`src/core/aor_pkg.sv`:
```
/*
 * constants of the offset, slow-rate, swing and trim configuration bank:
 * register indices, writable-bit masks, field positions, reset value and
 * sample-path widths.
 * assumes a byte address of four times the register index on the bus.
 */
package aor_pkg;
	localparam int          NREG     = 13;
	localparam int          SMP_W    = 14;
	localparam int          ACC_W    = 32;
	localparam int          TAU_W    = 4;
	localparam int          PED_W    = 6;
	localparam logic [13:0] MIDCODE  = 14'h2000;
	localparam logic [13:0] SMP_MAX  = 14'h3FFF;
	localparam logic [7:0]  REG_RST  = 8'h00;

	// storage slots
	localparam int S_PERF_A = 0;
	localparam int S_DIG    = 1;
	localparam int S_OFS_EN = 2;
	localparam int S_PED_A  = 3;
	localparam int S_PED_B  = 4;
	localparam int S_LOOP   = 5;
	localparam int S_PERF_B = 6;
	localparam int S_PERF_C = 7;
	localparam int S_PERF_D = 8;
	localparam int S_SLOW_B = 9;
	localparam int S_SLOW_M = 10;
	localparam int S_SWING  = 11;
	localparam int S_SLOW_A = 12;

	// register index per slot; byte address is index times four
	localparam logic [7:0] REG_IDX [NREG] = '{
		8'h02, 8'h42, 8'hE0, 8'hBF, 8'hC1, 8'hCF, 8'hD5,
		8'hD7, 8'hD8, 8'hDB, 8'hEF, 8'hF1, 8'hF2};
	// writable bits per slot; all others store and read zero
	localparam logic [7:0] REG_MASK [NREG] = '{
		8'h40, 8'h08, 8'h20, 8'hFC, 8'hFC, 8'hBC, 8'h81,
		8'h0C, 8'h20, 8'h01, 8'h10, 8'h03, 8'h08};

	localparam int B_DIG_EN = 3;
	localparam int B_OFS_EN = 5;
	localparam int B_HOLD   = 7;
	localparam int B_TAU_LO = 2;
	localparam int B_PED_LO = 2;
	localparam int B_SLOW_B = 0;
	localparam int B_SLOW_M = 4;
	localparam int B_SLOW_A = 3;
	localparam int B_PERF3  = 6;
	localparam int B_PERF4  = 7;
	localparam int B_PERF5  = 0;
	localparam int B_PERF6  = 3;
	localparam int B_PERF7  = 2;
	localparam int B_PERF8  = 5;
	localparam logic [1:0] SWING_ON = 2'h3;

	localparam int         A_IDX_LO   = 2;
	localparam int         A_IDX_HI   = 9;
	localparam int         HTRANS_ACT = 1;
	localparam logic       HRESP_OKAY = 1'b0;
endpackage

```
`src/core/aor_ahb_fe.sv`:
```
/*
 * ahb-lite address-phase capture: holds index, direction and validity of
 * the transfer for its data phase.
 * assumes the slave is always ready, so each data phase lasts one cycle.
 */
`timescale 1ns/1ps
`default_nettype none
module aor_ahb_fe
	import aor_pkg::*;
(
	input  wire logic        clk_i,
	input  wire logic        srst_i,
	input  wire logic        hsel_i,
	input  wire logic [31:0] haddr_i,
	input  wire logic [1:0]  htrans_i,
	input  wire logic        hwrite_i,
	input  wire logic        hready_i,
	output logic             dph_wr_o,
	output logic             dph_ok_o,
	output logic [7:0]       dph_idx_o
);
	logic       take;
	logic       aligned;
	logic       act_q;
	logic       wr_q;
	logic       ok_q;
	logic [7:0] idx_q;

	assign take    = hsel_i & htrans_i[HTRANS_ACT];
	assign aligned = (haddr_i[31:A_IDX_HI+1] == '0) & (haddr_i[A_IDX_LO-1:0] == '0);

	always_ff @(posedge clk_i) begin
		if (srst_i) begin
			act_q <= 1'b0;
			wr_q  <= 1'b0;
			ok_q  <= 1'b0;
			idx_q <= 8'h00;
		end else if (hready_i) begin
			act_q <= take;
			wr_q  <= hwrite_i;
			ok_q  <= aligned;
			idx_q <= haddr_i[A_IDX_HI:A_IDX_LO];
		end
	end

	assign dph_wr_o  = act_q & wr_q;
	assign dph_ok_o  = act_q & ok_q;
	assign dph_idx_o = idx_q;
endmodule
`default_nettype wire

```
`src/core/aor_ofs_loop.sv`:
```
/*
 * per-channel offset correction loop: leaky integrator of the error
 * against midcode plus pedestal, freeze and bypass.
 * assumes one sample per clock in offset binary.
 */
`timescale 1ns/1ps
`default_nettype none
module aor_ofs_loop
	import aor_pkg::*;
(
	input  wire logic             clk_i,
	input  wire logic             srst_i,
	input  wire logic             run_i,
	input  wire logic             hold_i,
	input  wire logic [TAU_W-1:0] tau_i,
	input  wire logic [PED_W-1:0] ped_i,
	input  wire logic [SMP_W-1:0] smp_i,
	output logic      [SMP_W-1:0] cor_o,
	output logic      [15:0]      est_o
);
	logic signed [ACC_W-1:0] acc_q;
	logic signed [ACC_W-1:0] acc_d;
	logic signed [ACC_W-1:0] est;
	logic signed [15:0]      tgt;
	logic signed [15:0]      err;
	logic signed [16:0]      y;
	logic        [SMP_W-1:0] sat;

	// signed pedestal shifts the settling target
	assign tgt   = $signed({2'b00, MIDCODE}) + $signed({{10{ped_i[PED_W-1]}}, ped_i});
	assign err   = $signed({2'b00, smp_i}) - tgt;
	// time constant is two to the power of the code, in clocks
	assign est   = acc_q >>> tau_i;
	assign acc_d = acc_q + ACC_W'(err) - est;
	assign y     = $signed({3'b000, smp_i}) - est[16:0];
	assign sat   = y[16] ? '0 : (y > $signed({3'b000, SMP_MAX})) ? SMP_MAX : y[SMP_W-1:0];
	assign est_o = est[15:0];

	always_ff @(posedge clk_i) begin
		if (srst_i) begin
			acc_q <= '0;
			cor_o <= '0;
		end else begin
			if (!run_i)
				acc_q <= '0;
			else if (!hold_i)
				acc_q <= acc_d;
			cor_o <= run_i ? sat : smp_i;
		end
	end
endmodule
`default_nettype wire

```
`src/core/aor_cfg_top.sv`:
```
/*
 * configuration bank for offset correction, slow-rate mode, lvds swing
 * enable and performance trims, with both channel correction loops.
 * assumes an ahb-lite master with single word transfers; samples arrive
 * one per clock on the core clock.
 */
// How it works
// - pedestal spans minus 32 to plus 31
// - pedestal code read as two's complement
// - loop settles output at midcode plus pedestal
// - each channel has its own pedestal register
// - freeze holds last estimate, still applied
// - time constant from offset control bits 5:2
// - channel b slow mode bit 0, gated
// - channel a slow mode bit 3, gated
// - master slow enable bit 4 gates both
// - swing bits used only when field is 11
// - trim bit placement across four registers
// - all registers clear to zero at reset
// - loop runs only with correction enable set
// - digital enable gates only the correction loops
`timescale 1ns/1ps
`default_nettype none
module aor_cfg_top
	import aor_pkg::*;
(
	input  wire logic             CORE_CLK_I,
	input  wire logic             SRST_I,
	input  wire logic             HSEL_I,
	input  wire logic [31:0]      HADDR_I,
	input  wire logic [1:0]       HTRANS_I,
	input  wire logic             HWRITE_I,
	input  wire logic [2:0]       HSIZE_I,
	input  wire logic [31:0]      HWDATA_I,
	input  wire logic             HREADY_I,
	output logic      [31:0]      HRDATA_O,
	output logic                  HREADYOUT_O,
	output logic                  HRESP_O,
	input  wire logic [SMP_W-1:0] SMP_A_I,
	input  wire logic [SMP_W-1:0] SMP_B_I,
	output logic      [SMP_W-1:0] COR_A_O,
	output logic      [SMP_W-1:0] COR_B_O,
	output logic                  SLOW_RATE_A_O,
	output logic                  SLOW_RATE_B_O,
	output logic                  SWING_CTRL_EN_O,
	output logic      [5:0]       PERF_TRIM_O,
	output logic                  DIG_EN_O
);
	logic             dph_wr;
	logic             dph_ok;
	logic [7:0]       dph_idx;
	logic [NREG-1:0]  hit;
	logic [NREG-1:0]  wr_hit;
	logic [7:0]       regs_q [NREG];
	logic [7:0]       rd_byte;
	logic             dig_en;
	logic             ofs_on;
	logic             run;
	logic             hold;
	logic [TAU_W-1:0] tau;
	logic [PED_W-1:0] ped_a;
	logic [PED_W-1:0] ped_b;
	logic             slow_master;
	logic [15:0]      est_a;
	logic [15:0]      est_b;

	// bus front end

	aor_ahb_fe u_fe (
		.clk_i     (CORE_CLK_I),
		.srst_i    (SRST_I),
		.hsel_i    (HSEL_I),
		.haddr_i   (HADDR_I),
		.htrans_i  (HTRANS_I),
		.hwrite_i  (HWRITE_I),
		.hready_i  (HREADY_I),
		.dph_wr_o  (dph_wr),
		.dph_ok_o  (dph_ok),
		.dph_idx_o (dph_idx)
	);

	// zero-wait slave; hsize is accepted as word, lane 0 carries the byte
	assign HREADYOUT_O = 1'b1;
	assign HRESP_O     = HRESP_OKAY;

	// register storage

	genvar gi;
	generate
		for (gi = 0; gi < NREG; gi++) begin : g_reg
			assign hit[gi]    = dph_ok & (dph_idx == REG_IDX[gi]);
			assign wr_hit[gi] = dph_wr & hit[gi];
			always_ff @(posedge CORE_CLK_I) begin
				if (SRST_I)
					regs_q[gi] <= REG_RST;
				else if (wr_hit[gi])
					regs_q[gi] <= HWDATA_I[7:0] & REG_MASK[gi];
			end
		end
	endgenerate

	// read mux; unmapped or reserved bits read zero
	always_comb begin
		rd_byte = 8'h00;
		for (int i = 0; i < NREG; i++) begin
			if (hit[i])
				rd_byte = regs_q[i];
		end
	end

	assign HRDATA_O = {24'h000000, rd_byte};

	// decoded controls

	assign dig_en = regs_q[S_DIG][B_DIG_EN];
	assign ofs_on = regs_q[S_OFS_EN][B_OFS_EN];
	assign run    = dig_en & ofs_on;
	assign hold   = regs_q[S_LOOP][B_HOLD];
	assign tau    = regs_q[S_LOOP][B_TAU_LO +: TAU_W];
	assign ped_a  = regs_q[S_PED_A][B_PED_LO +: PED_W];
	assign ped_b  = regs_q[S_PED_B][B_PED_LO +: PED_W];

	assign DIG_EN_O = dig_en;

	assign slow_master   = regs_q[S_SLOW_M][B_SLOW_M];
	assign SLOW_RATE_A_O = slow_master & regs_q[S_SLOW_A][B_SLOW_A];
	assign SLOW_RATE_B_O = slow_master & regs_q[S_SLOW_B][B_SLOW_B];

	// 01 and 10 leave the swing level bits ignored, like 00
	assign SWING_CTRL_EN_O = (regs_q[S_SWING][1:0] == SWING_ON);

	assign PERF_TRIM_O = {
		regs_q[S_PERF_D][B_PERF8],
		regs_q[S_PERF_C][B_PERF7],
		regs_q[S_PERF_C][B_PERF6],
		regs_q[S_PERF_B][B_PERF5],
		regs_q[S_PERF_B][B_PERF4],
		regs_q[S_PERF_A][B_PERF3]};

	// correction loops, one per channel

	aor_ofs_loop u_loop_a (
		.clk_i  (CORE_CLK_I),
		.srst_i (SRST_I),
		.run_i  (run),
		.hold_i (hold),
		.tau_i  (tau),
		.ped_i  (ped_a),
		.smp_i  (SMP_A_I),
		.cor_o  (COR_A_O),
		.est_o  (est_a)
	);

	aor_ofs_loop u_loop_b (
		.clk_i  (CORE_CLK_I),
		.srst_i (SRST_I),
		.run_i  (run),
		.hold_i (hold),
		.tau_i  (tau),
		.ped_i  (ped_b),
		.smp_i  (SMP_B_I),
		.cor_o  (COR_B_O),
		.est_o  (est_b)
	);
endmodule
`default_nettype wire

```
`config.mk`:
```
export PLATFORM = sky130hd
export DESIGN_NAME = aor_cfg_top
export DESIGN_NICKNAME = d
export VERILOG_FILES = /design/src/core/aor_pkg.sv /design/src/core/aor_ahb_fe.sv /design/src/core/aor_ofs_loop.sv /design/src/core/aor_cfg_top.sv
export SDC_FILE = /design/constraint.sdc
export NUM_CORES = 1
export LEC_CHECK = 0
export CELL_PAD_IN_SITES_DETAIL_PLACEMENT = 0
export CELL_PAD_IN_SITES_GLOBAL_PLACEMENT = 1
export CORE_ASPECT_RATIO = 1.75
export CORE_UTILIZATION = 51
export CTS_BUF_LIST = sky130_fd_sc_hd__clkbuf_8
export DETAILED_ROUTE_END_ITERATION = 8
export DONT_BUFFER_PORTS = 1
export HOLD_SLACK_MARGIN = 0.1
export PLACE_DENSITY = 0.88
export REMOVE_ABC_BUFFERS = 1
export SLEW_MARGIN = 20
export SYNTH_ARGS = -nofsm -noshare
export SYNTH_HDL_FRONTEND = slang
export SYNTH_SLANG_ARGS = --single-unit
```
`constraint.sdc`:
```
create_clock -name CORE_CLK_I -period 8.4 [get_ports CORE_CLK_I]
set_input_delay 0.42 -clock CORE_CLK_I [delete_from_list [all_inputs] [get_ports CORE_CLK_I]]
set_output_delay 0.42 -clock CORE_CLK_I [all_outputs]
set_load 0.03 [all_outputs]
```
* Word-level counts from Yosys, hierarchy flattened
Memory sizes are Yosys's and may differ from the RTL's.
Cells that the tools add are included.
W data, S select, Z words.
** Storage, ports and cells
- Input port bits :: 102
- Register bits :: 103
- Output and inout port bits :: 72
- Memories :: 1
- Memory bits (writable) :: 104
** Cells by class
- Bitwise operators :: 47
- Shift operators :: 2
- Magnitude comparators :: 2
- Add/subtract/negate cells :: 10
- Reductions and logical operators :: 3
- Mux-type cells :: 73
- Eq/ne operators :: 14
** Memory list
- regs_q :: depth 13, bits a word 8, read ports 13, clocked after Yosys merged registers in 0, wr ports 13, RTL line aor_cfg_top.sv:54 : logic [7:0] regs_q [NREG];
** Operators by type and width (number)
- $mux W8 :: 26
- $eq A8 B8 Y1 const B :: 11
- $mux W14 :: 6
- $add A32 B16 Y32 :: 2
- $sshr A32 B4 Y32 :: 2
- $sub A32 B32 Y32 :: 2
- $mux W1 :: 41
- $gt A17 B15 Y1 const B :: 2
- $sub A14 B17 Y17 :: 2
- $and A1 B1 Y1 :: 33
- $add A15 B6 Y16 const A :: 2
- $sub A15 B16 Y16 :: 2
- $logic_not A22 Y1 :: 1
- $or A1 B1 Y1 :: 13
- $eq A8 B2 Y1 const B :: 1
- $eq A8 B7 Y1 const B :: 1
- $eq A2 B2 Y1 const B :: 1
- $logic_not A2 Y1 :: 1
- $reduce_or A2 Y1 :: 1
- $not A1 Y1 :: 1

* Logic depth before layout (Yosys ltp)
- Word-level depth :: 15
- Mapped depth :: 29
- Depth with buffers taken out :: 29

* By module
Synthesis repeated with hierarchy kept, for this count alone.
** Unflattened totals
- Cell total of the unflattened synthesis :: 2038
- Area, all modules :: 16447.0 µm²
** By module, submodules not included
- aor_ofs_loop at u_loop_b :: sequential area each 920.9 µm², cells an instance 919, area an instance 7025.5 µm², times used 1
- aor_ofs_loop at u_loop_a :: sequential area each 920.9 µm², cells an instance 873, area an instance 6909.1 µm², times used 1
- aor_cfg_top :: sequential area each 900.9 µm², cells an instance 199, area an instance 2053.2 µm², times used 1
- aor_ahb_fe :: sequential area each 220.2 µm², cells an instance 47, area an instance 459.2 µm², times used 1

* Worst setup path before layout
No wires, ideal clock.
- Path kind :: input-to-reg
- Start point :: input port SMP_B_I[1]
- End point :: register u_loop_b.acc_q[31]
- Cell stages on the path :: 25
- Library setup time :: 0.062 ns
- Data arrival time :: 6.965 ns
- Path slack :: 1.372 ns
- Buffers on the path :: 0
- Required time :: 8.338 ns
- Cells stage by stage :: ha_1 > ha_1 > inv_1 > fa_1 > nor2b_1 > o21ai_0 > a21boi_0 > o21ai_0 > a211o_1 > o21ai_0 > o21ai_0 > inv_1 > fa_1 > inv_1 > ha_1 > a21o_1 > a21o_1 > a211o_1 > a21o_1 > a21oi_1 > a41oi_1 > nand3_1 > a21boi_0 > or4_1 > nand3_1
** Between the ends
- Longest elaborated chain between the ends :: 3
** RTL lines
- start: declaration :: RTL line aor_cfg_top.sv:40 : input wire logic [SMP_W-1:0] SMP_B_I,
- $sub A15 B16 Y16 :: RTL line aor_ofs_loop.sv:31 : assign err = $signed({2'b00, smp_i}) - tgt;
- $add A32 B16 Y32 :: RTL line aor_ofs_loop.sv:34 : assign acc_d = acc_q + ACC_W'(err) - est;
- $sub A32 B32 Y32 :: RTL line aor_ofs_loop.sv:34
- end signal: assignment :: RTL line aor_ofs_loop.sv:41 : acc_q <= '0;
- end signal: assignment :: RTL line aor_ofs_loop.sv:45 : acc_q <= '0;
- end signal: assignment :: RTL line aor_ofs_loop.sv:47 : acc_q <= acc_d;
- end: declaration :: RTL line aor_ofs_loop.sv:21 : logic signed [ACC_W-1:0] acc_q;
No other way between the ends.
A chain may end at the register's enable or synchronous reset.

==> flow_metrics.env <==
export IMPL_synthTopCellsByCount="nand2_1, nor2_1, ha_1"
export IMPL_synth_edf_count=30
export IMPL_yosys_area_share_simple_pct=17.2
export IMPL_synth_top_cell_area_share_pct=13.4
export IMPL_holdCritPathClass="in -> reg"
export IMPL_synth_compound_area_share_pct=20.4
export IMPL_num_rows=83
export IMPL_fin_crit_sh_pct=78.9
export IMPL_fin_tns_setup_ps=0
export IMPL_antenna_cells=0
export IMPL_post_synth_top_count_cell="nand2_1"
export IMPL_skew_ps=14.0
export IMPL_ios=174
export IMPL_clockRootBuffer="clkbuf_8"
export IMPL_pwr_density_cell_nw_per_um2=190
export IMPL_met3_length_um=1130
export IMPL_worstPathArrival_ps=7010
export IMPL_grt_max_degree=64
export IMPL_antenna_left=0
export IMPL_ctsHoldBuffers=42
export IMPL_multi_input_area_um2=11400
export IMPL_setup_ws_ps=1770
export IMPL_drt_wl_total_um=41200
export IMPL_hold_violations=0
export IMPL_ir_worst_vdd_v=0.000175
export IMPL_cts_setup_buffers=0
export IMPL_crit_required_ps=8780
export IMPL_netlist_instances=1879
export IMPL_finalMaxSlewViolations=0
export IMPL_cts_resized=0
export IMPL_max_cap_violations=0
export IMPL_clk_path_buf_depth=2
export IMPL_relSlewSlack_pct=27.9
export IMPL_firstDrtPassIters=5
export IMPL_area_delta_synth_final_pct=6.72
export IMPL_ys_async_sr_fraction_pct=0
export IMPL_cts_buffers=17
export IMPL_clock_latency_ps=500
export IMPL_ys_flop_type="dfxtp_1"
export IMPL_die_y_um=232
export IMPL_nFillCells=2852
export IMPL_grt_pass1_vias=13700
export IMPL_syn_area_um2=15400
export IMPL_grt_overflow_total=0
export IMPL_dpl_worst_slack_ps=1820
export IMPL_final_seq_area_um2=2960
export IMPL_crit_fanout=16
export IMPL_htreeDepth=4
export IMPL_start_util_pct=52.2
export IMPL_layout_nets=2206
export IMPL_ys_seq_elements=133
export IMPL_rsz0062_at_grt="no"
export IMPL_tightest_slew_ps=1080
export IMPL_synthAdderAreaFrac_pct=21.4
export IMPL_topRoutingLayerUsed="met4"
export IMPL_setup_viol=0
export IMPL_drive_above_1_share_pct=6.33
export IMPL_grt_first_pass_wirelength_um=66600
export IMPL_cts_sinks=133
export IMPL_endpoint_kind="register"
export IMPL_gp_congestion=1.00
export IMPL_synth_seq_area_share_pct=19.3
export IMPL_die_area_um2=30900
export IMPL_worstSetupStartpointType="register"
export IMPL_status="finished, final reports clean"
export IMPL_antenna_found_initial=0
export IMPL_drt_iter0_drc=622
export IMPL_place_hpwl_um=32200
export IMPL_drc=0
export IMPL_grt_util_all_layers_pct=27.2
export IMPL_p_leak_uw=0.00706
export IMPL_synth_largest_area_cell="dfxtp_1"
export IMPL_synth_top_family_by_area="adder cells"
export IMPL_cts_tree="built"
export IMPL_wl_per_cell_um=18.1
export IMPL_vias=13600
export IMPL_die_w_um=133
export IMPL_yosys_top_cells_area="dfxtp_1, ha_1, fa_1, edfxtp_1, a21oi_1"
export IMPL_period_minus_slack_ps=6630
export IMPL_fmax_mhz=151
export IMPL_fin_util_pct=55.7
export IMPL_coreArea_um2=29500
export IMPL_drt_met1_wl_um=14900
export IMPL_yosys_area_share_xor_xnor_pct=5.24
export IMPL_critPathKind="reg -> reg"
export IMPL_syn_area_per_cell_um2=8.19
export IMPL_port_buffers=0
export IMPL_synth_cell_types=79
export IMPL_dr_wl_met2_um=22900
export IMPL_yosysWarnings=0
export IMPL_vias_per_cell=5.97
export IMPL_path_clk_slew_ps=100
export IMPL_muxShareOfSynthArea_pct=9.46
## path summary, 6_finish.rpt
| kind | startpoint | to | slack, ps | depth (start not counted) |
|---|---|---|---|---|
| max | regs_q[3][7] | u_loop_a.acc_q[27] | 1770 | 24 |
| min reg2reg | u_loop_a.acc_q[16] | u_loop_a.acc_q[16] | 520 | 2 |
| max reg2reg | regs_q[3][7] | u_loop_a.acc_q[27] | 1770 | 24 |
| min | HWDATA_I[0] | regs_q[11][0] | 140 | 1 |
## stage by stage
stage               cells  instance area (µm²)  power [µW]  hold WS, ps
CTS                  2277                16400        3130          104
global route         2277                16400        3380          115
finish               2277                16400        3120          140
global placement     2203                15600        2460          471
floorplan            1802                14900        2140          457
detailed placement   2203                15600        2490          473
## area by class of cell
cell class,instances,share of cell area (%)
well taps,382,2.91
clock buffers,17,1.42
multi-input cells,1523,69.7
clock inverters,15,1.18
repair buffers,61,3.43
flip-flops and latches,133,18.0
inverters,146,3.34
## worst max-delay path, stage by stage (launching register included)
cell       delay (ps)
edfxtp_1          530
inv_1             270
ha_1              290
ha_1              320
or3_1             370
o21ai_0            80
a21oi_1            90
a41o_1            270
o21ai_1           130
nand2b_1          110
a21oi_2           230
inv_1             390
fa_1              630
inv_1              40
ha_1              370
nand2_1            90
a21oi_1           190
o21ai_0           120
a21oi_1           210
nor3b_1           290
o221ai_1          250
a2111oi_1         580
nor2_1            120
or4_1             410
o311ai_0          110
## logic make-up after synthesis
logic type / count (synthesis)
XOR/XNOR: 92
AO/OA/AOI/OAI: 491
AND/OR/NAND/NOR: 578
adder cells (fa/ha/maj): 222
flip-flops: 133
buffers and inverters: 247
multiplexers: 114
other: 2
## per-layer routing
layer	track usage, %	vias to the layer above
met4	15.2	0
met5	0	-
met1	26.4	6511
met3	3.41	119
li1	-	6617
met2	54.1	339
## registers in the layout, indices dropped and copies added, names as in the netlist
register / flops
u_loop_a.cor_o: 14
u_fe.dph_idx_o: 8
u_fe.ok_q: 1
regs_q: 30
u_fe.wr_q: 1
u_loop_b.cor_o: 14
u_loop_b.acc_q: 32
u_loop_a.acc_q: 32
u_fe.act_q: 1
## layout by cell type (no fill, tap or decap), drive strengths merged, types with 42 or more instances in the layout
cell         count
inv            157
nand2          201
dfxtp          103
a21oi          155
mux2i           72
o21ai          124
ha             154
dlygate4sd3     42
xnor2           67
fa              68
nor2           171
## power breakdown
group	internal, µW	leakage, µW	switching [µW]
Sequential	683	0.00115	57.2
Combinational	773	0.00569	1000
Clock	284	0.000222	325
Power figures use the tool's default switching activity.
